`src/agsl_pkg.sv`:
```
// Package for the gain-swap and level-control register bank: map, layouts, resets, carriers
package agsl_pkg;

    // ************************************************************
    // Register indices
    // ************************************************************
    localparam int AGSL_NREG = 14;
    localparam int AGSL_I_LVL_EN = 0;
    localparam int AGSL_I_RATES = 1;
    localparam int AGSL_I_HOLD = 2;
    localparam int AGSL_I_NOISE = 3;
    localparam int AGSL_I_TGT_LO = 4;
    localparam int AGSL_I_TGT_HI = 5;
    localparam int AGSL_I_GAIN_LIM = 6;
    localparam int AGSL_I_ANA_LIM = 7;
    localparam int AGSL_I_LVL_CLIP = 8;
    localparam int AGSL_I_GS_EN = 9;
    localparam int AGSL_I_GS_TRIG = 10;
    localparam int AGSL_I_GS_ATT = 11;
    localparam int AGSL_I_GS_TMO = 12;
    localparam int AGSL_I_GS_CLIP = 13;

    // ************************************************************
    // Offsets
    // ************************************************************
    localparam logic [7:0] AGSL_OFS_LVL_EN = 8'h30;
    localparam logic [7:0] AGSL_OFS_RATES = 8'h31;
    localparam logic [7:0] AGSL_OFS_HOLD = 8'h32;
    localparam logic [7:0] AGSL_OFS_NOISE = 8'h33;
    localparam logic [7:0] AGSL_OFS_TGT_LO = 8'h34;
    localparam logic [7:0] AGSL_OFS_TGT_HI = 8'h35;
    localparam logic [7:0] AGSL_OFS_GAIN_LIM = 8'h36;
    localparam logic [7:0] AGSL_OFS_ANA_LIM = 8'h37;
    localparam logic [7:0] AGSL_OFS_LVL_CLIP = 8'h38;
    localparam logic [7:0] AGSL_OFS_GS_EN = 8'h3c;
    localparam logic [7:0] AGSL_OFS_GS_TRIG = 8'h3d;
    localparam logic [7:0] AGSL_OFS_GS_ATT = 8'h3e;
    localparam logic [7:0] AGSL_OFS_GS_TMO = 8'h3f;
    localparam logic [7:0] AGSL_OFS_GS_CLIP = 8'h40;

    // ************************************************************
    // Implemented-bit masks (reserved bits are zero)
    // ************************************************************
    localparam logic [7:0] AGSL_MSK_LVL_EN = 8'h5f;
    localparam logic [7:0] AGSL_MSK_RATES = 8'hff;
    localparam logic [7:0] AGSL_MSK_HOLD = 8'h0f;
    localparam logic [7:0] AGSL_MSK_NOISE = 8'h3f;
    localparam logic [7:0] AGSL_MSK_TGT = 8'h3f;
    localparam logic [7:0] AGSL_MSK_GAIN_LIM = 8'hff;
    localparam logic [7:0] AGSL_MSK_ANA_LIM = 8'h77;
    localparam logic [7:0] AGSL_MSK_LVL_CLIP = 8'h83;
    localparam logic [7:0] AGSL_MSK_GS_EN = 8'h03;
    localparam logic [7:0] AGSL_MSK_GS_TRIG = 8'h0f;
    localparam logic [7:0] AGSL_MSK_GS_ATT = 8'h07;
    localparam logic [7:0] AGSL_MSK_GS_TMO = 8'h01;
    localparam logic [7:0] AGSL_MSK_GS_CLIP = 8'h80;

    // ************************************************************
    // Reset values
    // ************************************************************
    localparam logic [7:0] AGSL_RST_LVL_EN = 8'h00;
    localparam logic [7:0] AGSL_RST_RATES = 8'h00;
    localparam logic [7:0] AGSL_RST_HOLD = 8'h00;
    localparam logic [7:0] AGSL_RST_NOISE = 8'h3f;
    localparam logic [7:0] AGSL_RST_TGT_LO = 8'h3f;
    localparam logic [7:0] AGSL_RST_TGT_HI = 8'h00;
    localparam logic [7:0] AGSL_RST_GAIN_LIM = 8'hff;
    localparam logic [7:0] AGSL_RST_ANA_LIM = 8'h70;
    localparam logic [7:0] AGSL_RST_LVL_CLIP = 8'h00;
    localparam logic [7:0] AGSL_RST_GS_EN = 8'h00;
    localparam logic [7:0] AGSL_RST_GS_TRIG = 8'h09;
    localparam logic [7:0] AGSL_RST_GS_ATT = 8'h00;
    localparam logic [7:0] AGSL_RST_GS_TMO = 8'h00;
    localparam logic [7:0] AGSL_RST_GS_CLIP = 8'h00;

    localparam logic [7:0] AGSL_OFS_TAB [AGSL_NREG] = '{
        AGSL_OFS_LVL_EN, AGSL_OFS_RATES, AGSL_OFS_HOLD, AGSL_OFS_NOISE, AGSL_OFS_TGT_LO,
        AGSL_OFS_TGT_HI, AGSL_OFS_GAIN_LIM, AGSL_OFS_ANA_LIM, AGSL_OFS_LVL_CLIP, AGSL_OFS_GS_EN,
        AGSL_OFS_GS_TRIG, AGSL_OFS_GS_ATT, AGSL_OFS_GS_TMO, AGSL_OFS_GS_CLIP};
    localparam logic [7:0] AGSL_MSK_TAB [AGSL_NREG] = '{
        AGSL_MSK_LVL_EN, AGSL_MSK_RATES, AGSL_MSK_HOLD, AGSL_MSK_NOISE, AGSL_MSK_TGT,
        AGSL_MSK_TGT, AGSL_MSK_GAIN_LIM, AGSL_MSK_ANA_LIM, AGSL_MSK_LVL_CLIP, AGSL_MSK_GS_EN,
        AGSL_MSK_GS_TRIG, AGSL_MSK_GS_ATT, AGSL_MSK_GS_TMO, AGSL_MSK_GS_CLIP};
    localparam logic [7:0] AGSL_RST_TAB [AGSL_NREG] = '{
        AGSL_RST_LVL_EN, AGSL_RST_RATES, AGSL_RST_HOLD, AGSL_RST_NOISE, AGSL_RST_TGT_LO,
        AGSL_RST_TGT_HI, AGSL_RST_GAIN_LIM, AGSL_RST_ANA_LIM, AGSL_RST_LVL_CLIP, AGSL_RST_GS_EN,
        AGSL_RST_GS_TRIG, AGSL_RST_GS_ATT, AGSL_RST_GS_TMO, AGSL_RST_GS_CLIP};

    // ************************************************************
    // Field positions and codes
    // ************************************************************
    localparam int AGSL_ALC_EN_LSB = 0;
    localparam int AGSL_HYB_CH1_BIT = 4;
    localparam int AGSL_HYB_CH2_BIT = 6;
    localparam int AGSL_RELEASE_LSB = 4;
    localparam int AGSL_ATTACK_LSB = 0;
    localparam int AGSL_GS_EN_LSB = 0;
    localparam int AGSL_TRIG_LSB = 0;
    localparam int AGSL_ATT_LSB = 0;
    localparam int AGSL_TMO_BIT = 0;
    localparam int AGSL_GS_CLIP_BIT = 7;
    localparam logic [2:0] AGSL_ATT_RESERVED = 3'h7;
    localparam logic [3:0] AGSL_RELEASE_SAT = 4'ha;
    localparam logic [3:0] AGSL_ATTACK_SAT = 4'hc;
    localparam logic [6:0] AGSL_STEP_DB = 7'h06;

    // ************************************************************
    // Carriers
    // ************************************************************
    typedef struct packed {
        logic wr;
        logic rd;
        logic [7:0] addr;
        logic [7:0] wdata;
    } agsl_req_t;

    typedef struct packed {
        logic [1:0] gs_en;
        logic [3:0] gs_trigger;
        logic [6:0] gs_trigger_db;
        logic [2:0] gs_att_max;
        logic [6:0] gs_att_db;
        logic gs_timeout_en;
        logic gs_clip_en;
        logic [3:0] alc_en;
        logic [1:0] hybrid_en;
        logic [3:0] release_eff;
        logic [3:0] attack_eff;
    } agsl_cfg_t;

    typedef struct packed {
        logic [3:0] hold;
        logic [5:0] noise;
        logic [5:0] target_low;
        logic [5:0] target_high;
        logic [7:0] gain_limits;
        logic [7:0] analog_gain_limits;
        logic [7:0] clip_guard;
    } agsl_aux_t;

endpackage

```
`src/agsl_field.sv`:
```
// One masked 8-bit control register with reset value
`timescale 1ns/10ps
module agsl_field
    import agsl_pkg::*;
#(
    parameter logic [7:0] MASK = 8'hff,
    parameter logic [7:0] RST = 8'h00
) (
    // Clock and reset
    input wire logic clock,
    input wire logic rst_b,
    input wire logic ce,
    // Write side
    input wire logic wr,
    input wire logic [7:0] wdata,
    // Stored value
    output logic [7:0] q
);
    logic [7:0] q_q;
    logic [7:0] q_d;

    // Reserved positions never store, so they read back zero
    assign q_d = wr ? (wdata & MASK) : q_q;
    assign q = q_q;

    always_ff @(posedge clock) begin
        if (!rst_b) begin
            q_q <= RST & MASK;
        end else if (ce) begin
            q_q <= q_d;
        end
    end
endmodule

```
`src/agsl_regs.sv`:
```
// Gain-swap and level-control register bank with decoded control outputs
`timescale 1ns/10ps
module agsl_regs
    import agsl_pkg::*;
(
    // Clock, reset, enable
    input wire logic clock,
    input wire logic rst_b,
    input wire logic ce,
    // Register access from the control interface
    input wire agsl_req_t req,
    output logic [7:0] rdata,
    output logic rvalid,
    output logic wr_refused,
    // Decoded controls
    output agsl_cfg_t cfg,
    output agsl_aux_t aux
);

    // ************************************************************
    // Address decode
    // ************************************************************
    logic [7:0] reg_q [AGSL_NREG];
    logic [AGSL_NREG-1:0] hit;
    logic [AGSL_NREG-1:0] wr_hit;
    logic [7:0] rd_term [AGSL_NREG];
    logic [7:0] rd_mux;
    logic att_bad;

    // Reserved attenuation code is refused, keeping the last legal setting
    assign att_bad = (req.wdata[AGSL_ATT_LSB +: 3] == AGSL_ATT_RESERVED);

    genvar gi;
    generate
        for (gi = 0; gi < AGSL_NREG; gi = gi + 1) begin : g_reg
            assign hit[gi] = (req.addr == AGSL_OFS_TAB[gi]);
            assign wr_hit[gi] = req.wr && hit[gi] && !((gi == AGSL_I_GS_ATT) && att_bad);
            assign rd_term[gi] = hit[gi] ? reg_q[gi] : 8'h00;
            agsl_field #(
                .MASK(AGSL_MSK_TAB[gi]),
                .RST(AGSL_RST_TAB[gi])
            ) u_field (
                .clock(clock),
                .rst_b(rst_b),
                .ce(ce),
                .wr(wr_hit[gi]),
                .wdata(req.wdata),
                .q(reg_q[gi])
            );
        end
    endgenerate

    // Unmapped addresses read as zero
    always_comb begin
        rd_mux = 8'h00;
        for (int i = 0; i < AGSL_NREG; i++) begin
            rd_mux = rd_mux | rd_term[i];
        end
    end

    // ************************************************************
    // Field extraction
    // ************************************************************
    logic [7:0] lvl_en_r;
    logic [7:0] rates_r;
    logic [3:0] trig_code;
    logic [2:0] att_code;
    logic [3:0] rel_code;
    logic [3:0] atk_code;
    logic [3:0] rel_eff;
    logic [3:0] atk_eff;
    logic [6:0] trig_db;
    logic [6:0] att_db;
    agsl_cfg_t cfg_d;
    agsl_aux_t aux_d;

    assign lvl_en_r = reg_q[AGSL_I_LVL_EN];
    assign rates_r = reg_q[AGSL_I_RATES];
    assign trig_code = reg_q[AGSL_I_GS_TRIG][AGSL_TRIG_LSB +: 4];
    assign att_code = reg_q[AGSL_I_GS_ATT][AGSL_ATT_LSB +: 3];
    assign rel_code = rates_r[AGSL_RELEASE_LSB +: 4];
    assign atk_code = rates_r[AGSL_ATTACK_LSB +: 4];

    // Magnitudes in dB; trigger is a level below full scale
    assign trig_db = 7'({3'h0, trig_code} * AGSL_STEP_DB);
    assign att_db = 7'({4'h0, att_code} * AGSL_STEP_DB);

    // Top codes share one rate, so the downstream table needs no extra entries
    assign rel_eff = (rel_code > AGSL_RELEASE_SAT) ? AGSL_RELEASE_SAT : rel_code;
    assign atk_eff = (atk_code > AGSL_ATTACK_SAT) ? AGSL_ATTACK_SAT : atk_code;

    assign cfg_d.gs_en = reg_q[AGSL_I_GS_EN][AGSL_GS_EN_LSB +: 2];
    assign cfg_d.gs_trigger = trig_code;
    assign cfg_d.gs_trigger_db = trig_db;
    assign cfg_d.gs_att_max = att_code;
    assign cfg_d.gs_att_db = att_db;
    assign cfg_d.gs_timeout_en = reg_q[AGSL_I_GS_TMO][AGSL_TMO_BIT];
    assign cfg_d.gs_clip_en = reg_q[AGSL_I_GS_CLIP][AGSL_GS_CLIP_BIT];
    assign cfg_d.alc_en = lvl_en_r[AGSL_ALC_EN_LSB +: 4];
    assign cfg_d.hybrid_en = {lvl_en_r[AGSL_HYB_CH2_BIT], lvl_en_r[AGSL_HYB_CH1_BIT]};
    assign cfg_d.release_eff = rel_eff;
    assign cfg_d.attack_eff = atk_eff;

    assign aux_d.hold = reg_q[AGSL_I_HOLD][3:0];
    assign aux_d.noise = reg_q[AGSL_I_NOISE][5:0];
    assign aux_d.target_low = reg_q[AGSL_I_TGT_LO][5:0];
    assign aux_d.target_high = reg_q[AGSL_I_TGT_HI][5:0];
    assign aux_d.gain_limits = reg_q[AGSL_I_GAIN_LIM];
    assign aux_d.analog_gain_limits = reg_q[AGSL_I_ANA_LIM];
    assign aux_d.clip_guard = reg_q[AGSL_I_LVL_CLIP];

    // ************************************************************
    // Output flops
    // ************************************************************
    agsl_cfg_t cfg_q;
    agsl_aux_t aux_q;
    logic [7:0] rdata_q;
    logic rvalid_q;
    logic wr_refused_q;
    logic refuse_d;

    assign refuse_d = req.wr && hit[AGSL_I_GS_ATT] && att_bad;

    always_ff @(posedge clock) begin
        if (!rst_b) begin
            cfg_q <= '0;
            aux_q <= '0;
            rdata_q <= 8'h00;
            rvalid_q <= 1'b0;
            wr_refused_q <= 1'b0;
        end else if (ce) begin
            cfg_q <= cfg_d;
            aux_q <= aux_d;
            rdata_q <= req.rd ? rd_mux : 8'h00;
            rvalid_q <= req.rd;
            wr_refused_q <= refuse_d;
        end
    end

    assign cfg = cfg_q;
    assign aux = aux_q;
    assign rdata = rdata_q;
    assign rvalid = rvalid_q;
    assign wr_refused = wr_refused_q;

endmodule

```
`config.mk`:
```
export PLATFORM = sky130hd
export DESIGN_NAME = agsl_regs
export DESIGN_NICKNAME = d
export VERILOG_FILES = /design/src/agsl_pkg.sv /design/src/agsl_field.sv /design/src/agsl_regs.sv
export SDC_FILE = /design/constraint.sdc
export NUM_CORES = 1
export LEC_CHECK = 0
export ABC_CLOCK_PERIOD_IN_PS = 1670
export BUFFER_PORTS_ARGS = -buffer_cell sky130_fd_sc_hd__buf_2
export CAP_MARGIN = 20
export CORE_MARGIN = 5
export CORE_UTILIZATION = 51
export DETAILED_ROUTE_END_ITERATION = 6
export GPL_TIMING_DRIVEN = 0
export PLACE_DENSITY = 0.74
export SYNTH_ARGS = -nofsm -noshare
export SYNTH_HDL_FRONTEND = slang
export SYNTH_SLANG_ARGS = --single-unit
```
`constraint.sdc`:
```
create_clock -name clock -period 1.67 [get_ports clock]
set_input_delay 0.0835 -clock clock [delete_from_list [all_inputs] [get_ports clock]]
set_output_delay 0.0835 -clock clock [all_outputs]
set_load 0.02 [all_outputs]
```
; ---- After elaboration in Yosys (flattened, before gate mapping)
; Cells that the tools add are included.
[totals]
register_bits = 149
in_bits = 21
out_inout_bits = 95
wordCells = 115
[op_classes]
multipliers = 2
n_lt_le_gt_ge = 2
eq_ne = 15
n_mux = 17
n_bitwise = 13
reduce_logical = 31
[ops]
columns = cell, n
row1 = "== test 8 x 6 -> 1 bit, second input constant", 13
row2 = two-way mux 8 bit, 5
row3 = AND reduction 2 bit, 14
row4 = OR 8 x 6 -> 8 bit, 3
row5 = OR 8 bit, 3
row6 = two-way mux 6 bit, 3
row7 = logical AND 1 bit, 16
row8 = two-way mux 4 bit, 4
row9 = OR 8 x 4 -> 8 bit, 2
row10 = two-way mux 7 bit, 2
row11 = "== test 8 x 7 -> 1 bit, second input constant", 1
row12 = "greater-than comparator 4 bit, second input constant", 2
row13 = OR 7 x 8 -> 8 bit, 1
row14 = OR 8 x 1 -> 8 bit, 1
row15 = OR 8 x 2 -> 8 bit, 1
row16 = OR 8 x 3 -> 8 bit, 1
row17 = OR 8 x 7 -> 8 bit, 1
row18 = "multiplier 4 x 2 -> 6 bit, second input constant", 1
row19 = "multiplier 3 x 2 -> 5 bit, second input constant", 1
row20 = "== test 3 bit, second input constant", 1
row21 = two-way mux 3 bit, 1
row22 = two-way mux 2 bit, 1
row23 = logical NOT 1 bit, 1
row24 = two-way mux 1 bit, 1

; ---- Depth between registers and ports, before layout
[depth]
ltp_word = 16
mapped_depth = 8
depth_no_buf = 6

; ---- Cells and area by module
; From an unflattened synthesis, not the netlist that was laid out.
[hier_totals]
cells_unflattened = 830
hier_area_um2 = 7866.3
[by_module_without_submodules]
columns = mod, n_inst, cells_per_inst, area_each_um2, seq_area_each_um2
row1 = agsl_regs, 1, 485, 4748.3, 1801.7
row2 = agsl_field (g_reg[3].u_field ...), 2, 29, 284.0, 120.1
row3 = agsl_field (g_reg[0].u_field ...), 2, 29, 256.5, 120.1
row4 = agsl_field (g_reg[6].u_field), 1, 37, 372.9, 160.2
row5 = agsl_field (g_reg[1].u_field), 1, 38, 359.1, 160.2
row6 = agsl_field (g_reg[11].u_field ...), 2, 19, 166.4, 60.1
row7 = agsl_field (g_reg[7].u_field), 1, 29, 246.5, 120.1
row8 = agsl_field (g_reg[10].u_field), 1, 22, 202.7, 80.1
row9 = agsl_field (g_reg[2].u_field), 1, 23, 202.7, 80.1
row10 = agsl_field (g_reg[12].u_field ...), 2, 13, 97.6, 20.0
row11 = agsl_field (g_reg[9].u_field), 1, 16, 125.1, 40.0

; ---- Least setup slack after synthesis
; Ideal clock, no wire load.
[synth_path]
path_kind = input -> register
startpoint = input req[8] (netlist bit)
endpoint = register rdata_q[1], in the netlist rdata[1]
setup_ns = 0.122
t_arrival_ns = 1.280
required_ns = 1.548
setup_slack_ns = 0.269
cell_stages = 7
path_buffers = 2
cell_sequence = buf_2 > buf_2 > mux2i_1 > o21ai_0 > a22oi_1 > nand2_1 > o311a_1
[synth_via]
elab_chain_len = 16
word_cells_on_any_way = 38
cone_classes = 12 x eq/ne / 13 x mux / 13 x bitwise
[synth_lines]
columns = element, line
row1 = start: declaration, agsl_regs.sv:11  ; input wire agsl_req_t req,
row2 = == test 8 x 6 -> 1 bit, agsl_regs.sv:36  ; assign hit[gi] = (req.addr == AGSL_OFS_TAB[gi]);
row3 = two-way mux 7 bit / two-way mux 8 bit (equally long branches), agsl_regs.sv:38  ; assign rd_term[gi] = hit[gi] ? reg_q[gi] : 8'h00;
row4 = OR 7 x 8 -> 8 bit, agsl_regs.sv:57  ; rd_mux = rd_mux | rd_term[i];
row5 = OR 8 x 4 -> 8 bit, agsl_regs.sv:57
row6 = OR 8 x 6 -> 8 bit (3 in a row), agsl_regs.sv:57
row7 = OR 8 bit, agsl_regs.sv:57
row8 = OR 8 x 7 -> 8 bit, agsl_regs.sv:57
row9 = OR 8 bit, agsl_regs.sv:57
row10 = OR 8 x 2 -> 8 bit, agsl_regs.sv:57
row11 = OR 8 x 4 -> 8 bit, agsl_regs.sv:57
row12 = OR 8 x 3 -> 8 bit (*), agsl_regs.sv:57
row13 = OR 8 x 1 -> 8 bit (*), agsl_regs.sv:57
row14 = OR 8 bit (*), agsl_regs.sv:57
row15 = two-way mux 8 bit (*), agsl_regs.sv:134  ; rdata_q <= req.rd ? rd_mux : 8'h00;
row16 = end signal: assignment, agsl_regs.sv:134
row17 = end: declaration, agsl_regs.sv:117  ; logic [7:0] rdata_q;
; Every way passes the cells marked *; elsewhere a longest branch is shown, timed or not.
; A chain may end at the register's enable or synchronous reset.

; ---- Final worst setup path
[layout_path]
startpoint = input req[8] (netlist bit)
endpoint = register g_reg[3].u_field.q_q[3]
[layout_via]
elab_chain_len = 3
[layout_lines]
columns = element, line
row1 = == test 8 x 6 -> 1 bit, agsl_regs.sv:36
row2 = logical AND 1 bit, agsl_regs.sv:37  ; assign wr_hit[gi] = req.wr && hit[gi] && !((gi == AGSL_I_GS_ATT) && att_bad);
row3 = AND reduction 2 bit (no line), -
row4 = end signal: assignment, agsl_field.sv:28  ; q_q <= RST & MASK;
row5 = end signal: assignment, agsl_field.sv:30  ; q_q <= q_d;
row6 = end: declaration, agsl_field.sv:19  ; logic [7:0] q_q;
; No other way between the ends.

==> summary.md <==
| Metric | Value |
|---|---|
| Switch Pwr | 0.00192 W |
| First-pass GRT wire length | 31,100 µm |
| Post-synthesis mux area share | 17.6% |
| Setup repair bufs after CTS | 0 |
| Post-synthesis cell type count | 56 |
| Clock transition at the registers of the reported paths | 60 ps |
| Sequential Power Share | 44.4% |
| Placed instance area | 7320 µm² |
| Part of the power in combinational logic | 8.3% |
| TritonCTS Sinks | 147 |
| Gr usage total | 27.9% |
| Yosys top cell area share | 44.8% |
| Crit-path cells | buf_2, buf_2, nand3_2, nor3_4, mux2i_1, nand2_1 |
| DP Wirelength | 15,200 µm |
| Largest family of logic cells by synthesized area | simple AND/OR/NAND/NOR gates |
| Worst reg-to-reg path cell count | 6 |
| CTS tree | built |
| Core Util, Final | 63.1% |
| Pre-antenna DRT Iters | 5 |
| Initial detailed-routing violation count | 344 |
| Status | finished clean |
| Mapped Area | 6570 µm² |
| Setup crit end kind | flip-flop |
| Peak supply drop | 0.778 mV |
| CP max FO | 10 |
| Adder-Cell Fraction of Synth Area | 1.94% |
| Xor-xnor portion of the synthesized cell area | 0.400% |
| Power Density | 1020 nW/µm² |
| Clk buf depth | 2 |
| Final TNS setup | 0 ps |
| Worst Setup Start Kind | input pin |
| Warnings, synthesis | 0 |
| H-tree depth | 4 |
| Final net count | 834 |
| Layout cell share with drive strength beyond 1 | 24.3% |
| Crit path time final | 1580 ps |
| Gpl congestion | 0.928 |
| Internal Pwr Total | 0.00618 W |
| Clock Skews | 7.00 ps |
| Endpoints failing hold | 0 |
| Hold path cells | 3 |
| Total grt overflow | 0 |
| Final WL | 20,500 µm |
| Post-synthesis simple-gate area fraction | 21.2% |
| Yosys reg bits | 147 |
| Largest net degree at the start of global routing | 17 |
| RSZ-0062 raised after global routing | no |
| Number of global-route vias before repair | 5,496 |
| Top_reg_cell synth | dfxtp_1 |
| Die Y-Extent | 123 µm |
| CP max stage cell | nor3_4 |
| Sw frac | 23.7% |
| Number of synthesized flops with an enable pin | 0 |
| Root buffer cell | clkbuf_16 |
| Crit path largest cell delay | 570 ps |
| Initial antenna violation count | 0 |
| CP most frequent cell | buf_2 |
| Relative slew slack | 42.7% |
| Area growth syn-to-layout | 21.3% |
| Max-cap violations | 0 |
| Seq/Total Area, Yosys | 44.8% |
| Initial core utilization | 52.0% |
| Layout fillers | 1,129 |
| Slew Limit Fails | 0 |
| Hold/Removal Path Class | input pin to flip-flop |
| Ports | 116 |
| Routed Antenna Nets | 0 |
| Reg-to-reg startpoint | g_reg[10].u_field.q[0] |
| Via count | 5,431 |
| I/O Buffers | 100 |
| CP Class | input pin to flip-flop |
| CP required | 1950 ps |
| DRC | 0 |
| Finish-stage setup viols | 0 |
| Final instance area | 7960 µm² |
| Compound-gate portion of the synthesized area | 8.48% |
| Die ar. | 15,200 µm² |
| Worst endpoint data arrival time | 1860 ps |
| Slew @ Worst Pin | 860 ps |
| Hold Path Origin | req[4] |
| Final Cycle Share | 94.7% |
| Lkg Pwr | 3.52 nW |
| Die Wd | 123 µm |
| Synth area leader | dfxtp_1 |
| Drt wl/cell | 20.8 µm |
| Commonest non-fill, non-tap cell in the layout | dfxtp_1 |
| WHS Endpoint | g_reg[6].u_field.q[4] |
| Clock power share | 47.3% |
| Commonest cells after routing, fill and taps aside | dfxtp_1 (144), buf_2 (123), mux2i_1 (102) |
| Vias per inst | 5.50 |
| CTS buffer count | 17 |
| Async set or reset register ratio after synthesis | 0% |
| Peak Freq | 632 MHz |
| Mean Syn Cell Area | 9.79 µm² |
| Ranking of synthesized cells by area | dfxtp_1 (45%), mux2i_1 (16%), nor2b_1 (8.4%) |
| Synth Instances | 671 |
| Ant diodes | 0 |
| Core Area | 12,600 µm² |
| Reg2reg setup slack | 140 ps |
| Critical R2R Capture | cfg[30] |
| Worst skew pair latency | 420 ps |
| # rows | 41 |
timing repair:
item	in CTS	in global routing
cloned	0	0
hold buffers	5	0
setup endpoints to repair	8	5
endpoints found under the hold margin	12	0
resized for setup	1	4
critical path: cells and delay by family:
family / cells / cell delay [ps]
simple gates: 3 / 950
mux: 1 / 260
buf+inv: 2 / 560
cells in the mapped netlist (2+ instances only):
cell type,number
a21boi_0,18
a21boi_1,3
a21oi_1,7
a22oi_1,3
a31o_2,2
a31oi_1,6
a32oi_1,4
and2_1,5
and3_1,6
buf_2,23
buf_4,16
clkbuf_1,22
dfxtp_1,147
fa_1,2
ha_1,7
inv_1,7
mux2_2,6
mux2i_1,102
mux4_2,3
nand2_1,74
nand2b_1,2
nand3_1,48
nand3_2,2
nand3b_1,2
nor2_1,7
nor2_4,2
nor2b_1,88
nor3_1,2
nor3_4,2
nor4_1,2
o211a_1,3
o21ai_0,16
o221a_2,3
o22ai_1,2
o2bb2ai_1,3
or2_1,2
or3_1,2
xnor2_1,2
kinds of logic after synthesis:
kind of cell    after synthesis
simple gates                252
flops                       147
mux                         111
compound gates               77
buf+inv                      71
fa+ha+maj                     9
xor+xnor                      3
other cells                   1
area by class of cell:
| class | instances | area, µm² | area share (%) |
|---|---|---|---|
| multi-input combinational | 462 | 3300 | 41.5 |
| sequential | 147 | 2950 | 37.0 |
| timing repair buffer | 105 | 551 | 6.91 |
| clock buffer | 21 | 450 | 5.66 |
| buffer | 64 | 338 | 4.24 |
| tap | 172 | 215 | 2.70 |
| clock inverter | 10 | 134 | 1.68 |
| inverter | 7 | 26.3 | 0.330 |
metrics by stage:
step                hold WS [ps]  std cells  setup WS [ps]  total power (W)
floorplan                    207        680            269          0.00410
global placement             356        952           -476          0.00432
detailed placement           376        952           -518          0.00433
CTS                         13.2        988           14.3          0.00812
global route                36.1        988           11.1          0.00832
finish                      26.8        988           88.7          0.00810
flip-flops by register name (all words and copies together), names as in the netlist:
register and flops:
aux 39, cfg 34, g.u_field.q 64, rdata 8, rvalid 1, wr_refused 1
per-layer routing:
metal  part of all wire (%)  track usage, %  wire, µm
met1                     41            34.4      8530
met2                     48            46.7      9790
met3                    7.5            6.31      1540
met4                    3.4            12.5       691
met5                      0               0         0
power groups by stage:
stage / Clock [W] / Combinational, W / Sequential, W
floorplan: 0 / 0.000359 / 0.00374
detailed placement: 0 / 0.000654 / 0.00367
CTS: 0.00385 / 0.000668 / 0.00360
finish: 0.00383 / 0.000670 / 0.00360
global placement: 0 / 0.000646 / 0.00367
global route: 0.00401 / 0.000711 / 0.00360
how the worst max path moves through the flow:
stage	start	endpoint	slack (ps)	cells past startpoint
after global placement	req[14]	g_reg[6].u_field.q[5]	-480	8
final	req[8]	g_reg[3].u_field.q[3]	90	6
after global routing	req[8]	g_reg[3].u_field.q[3]	10	6
after floorplan	req[8]	rdata[1]	270	7
after detailed placement	req[14]	g_reg[6].u_field.q[5]	-520	8
after CTS	g_reg[10].u_field.q[1]	cfg[30]	10	6
Power figures use the tool's default switching activity.
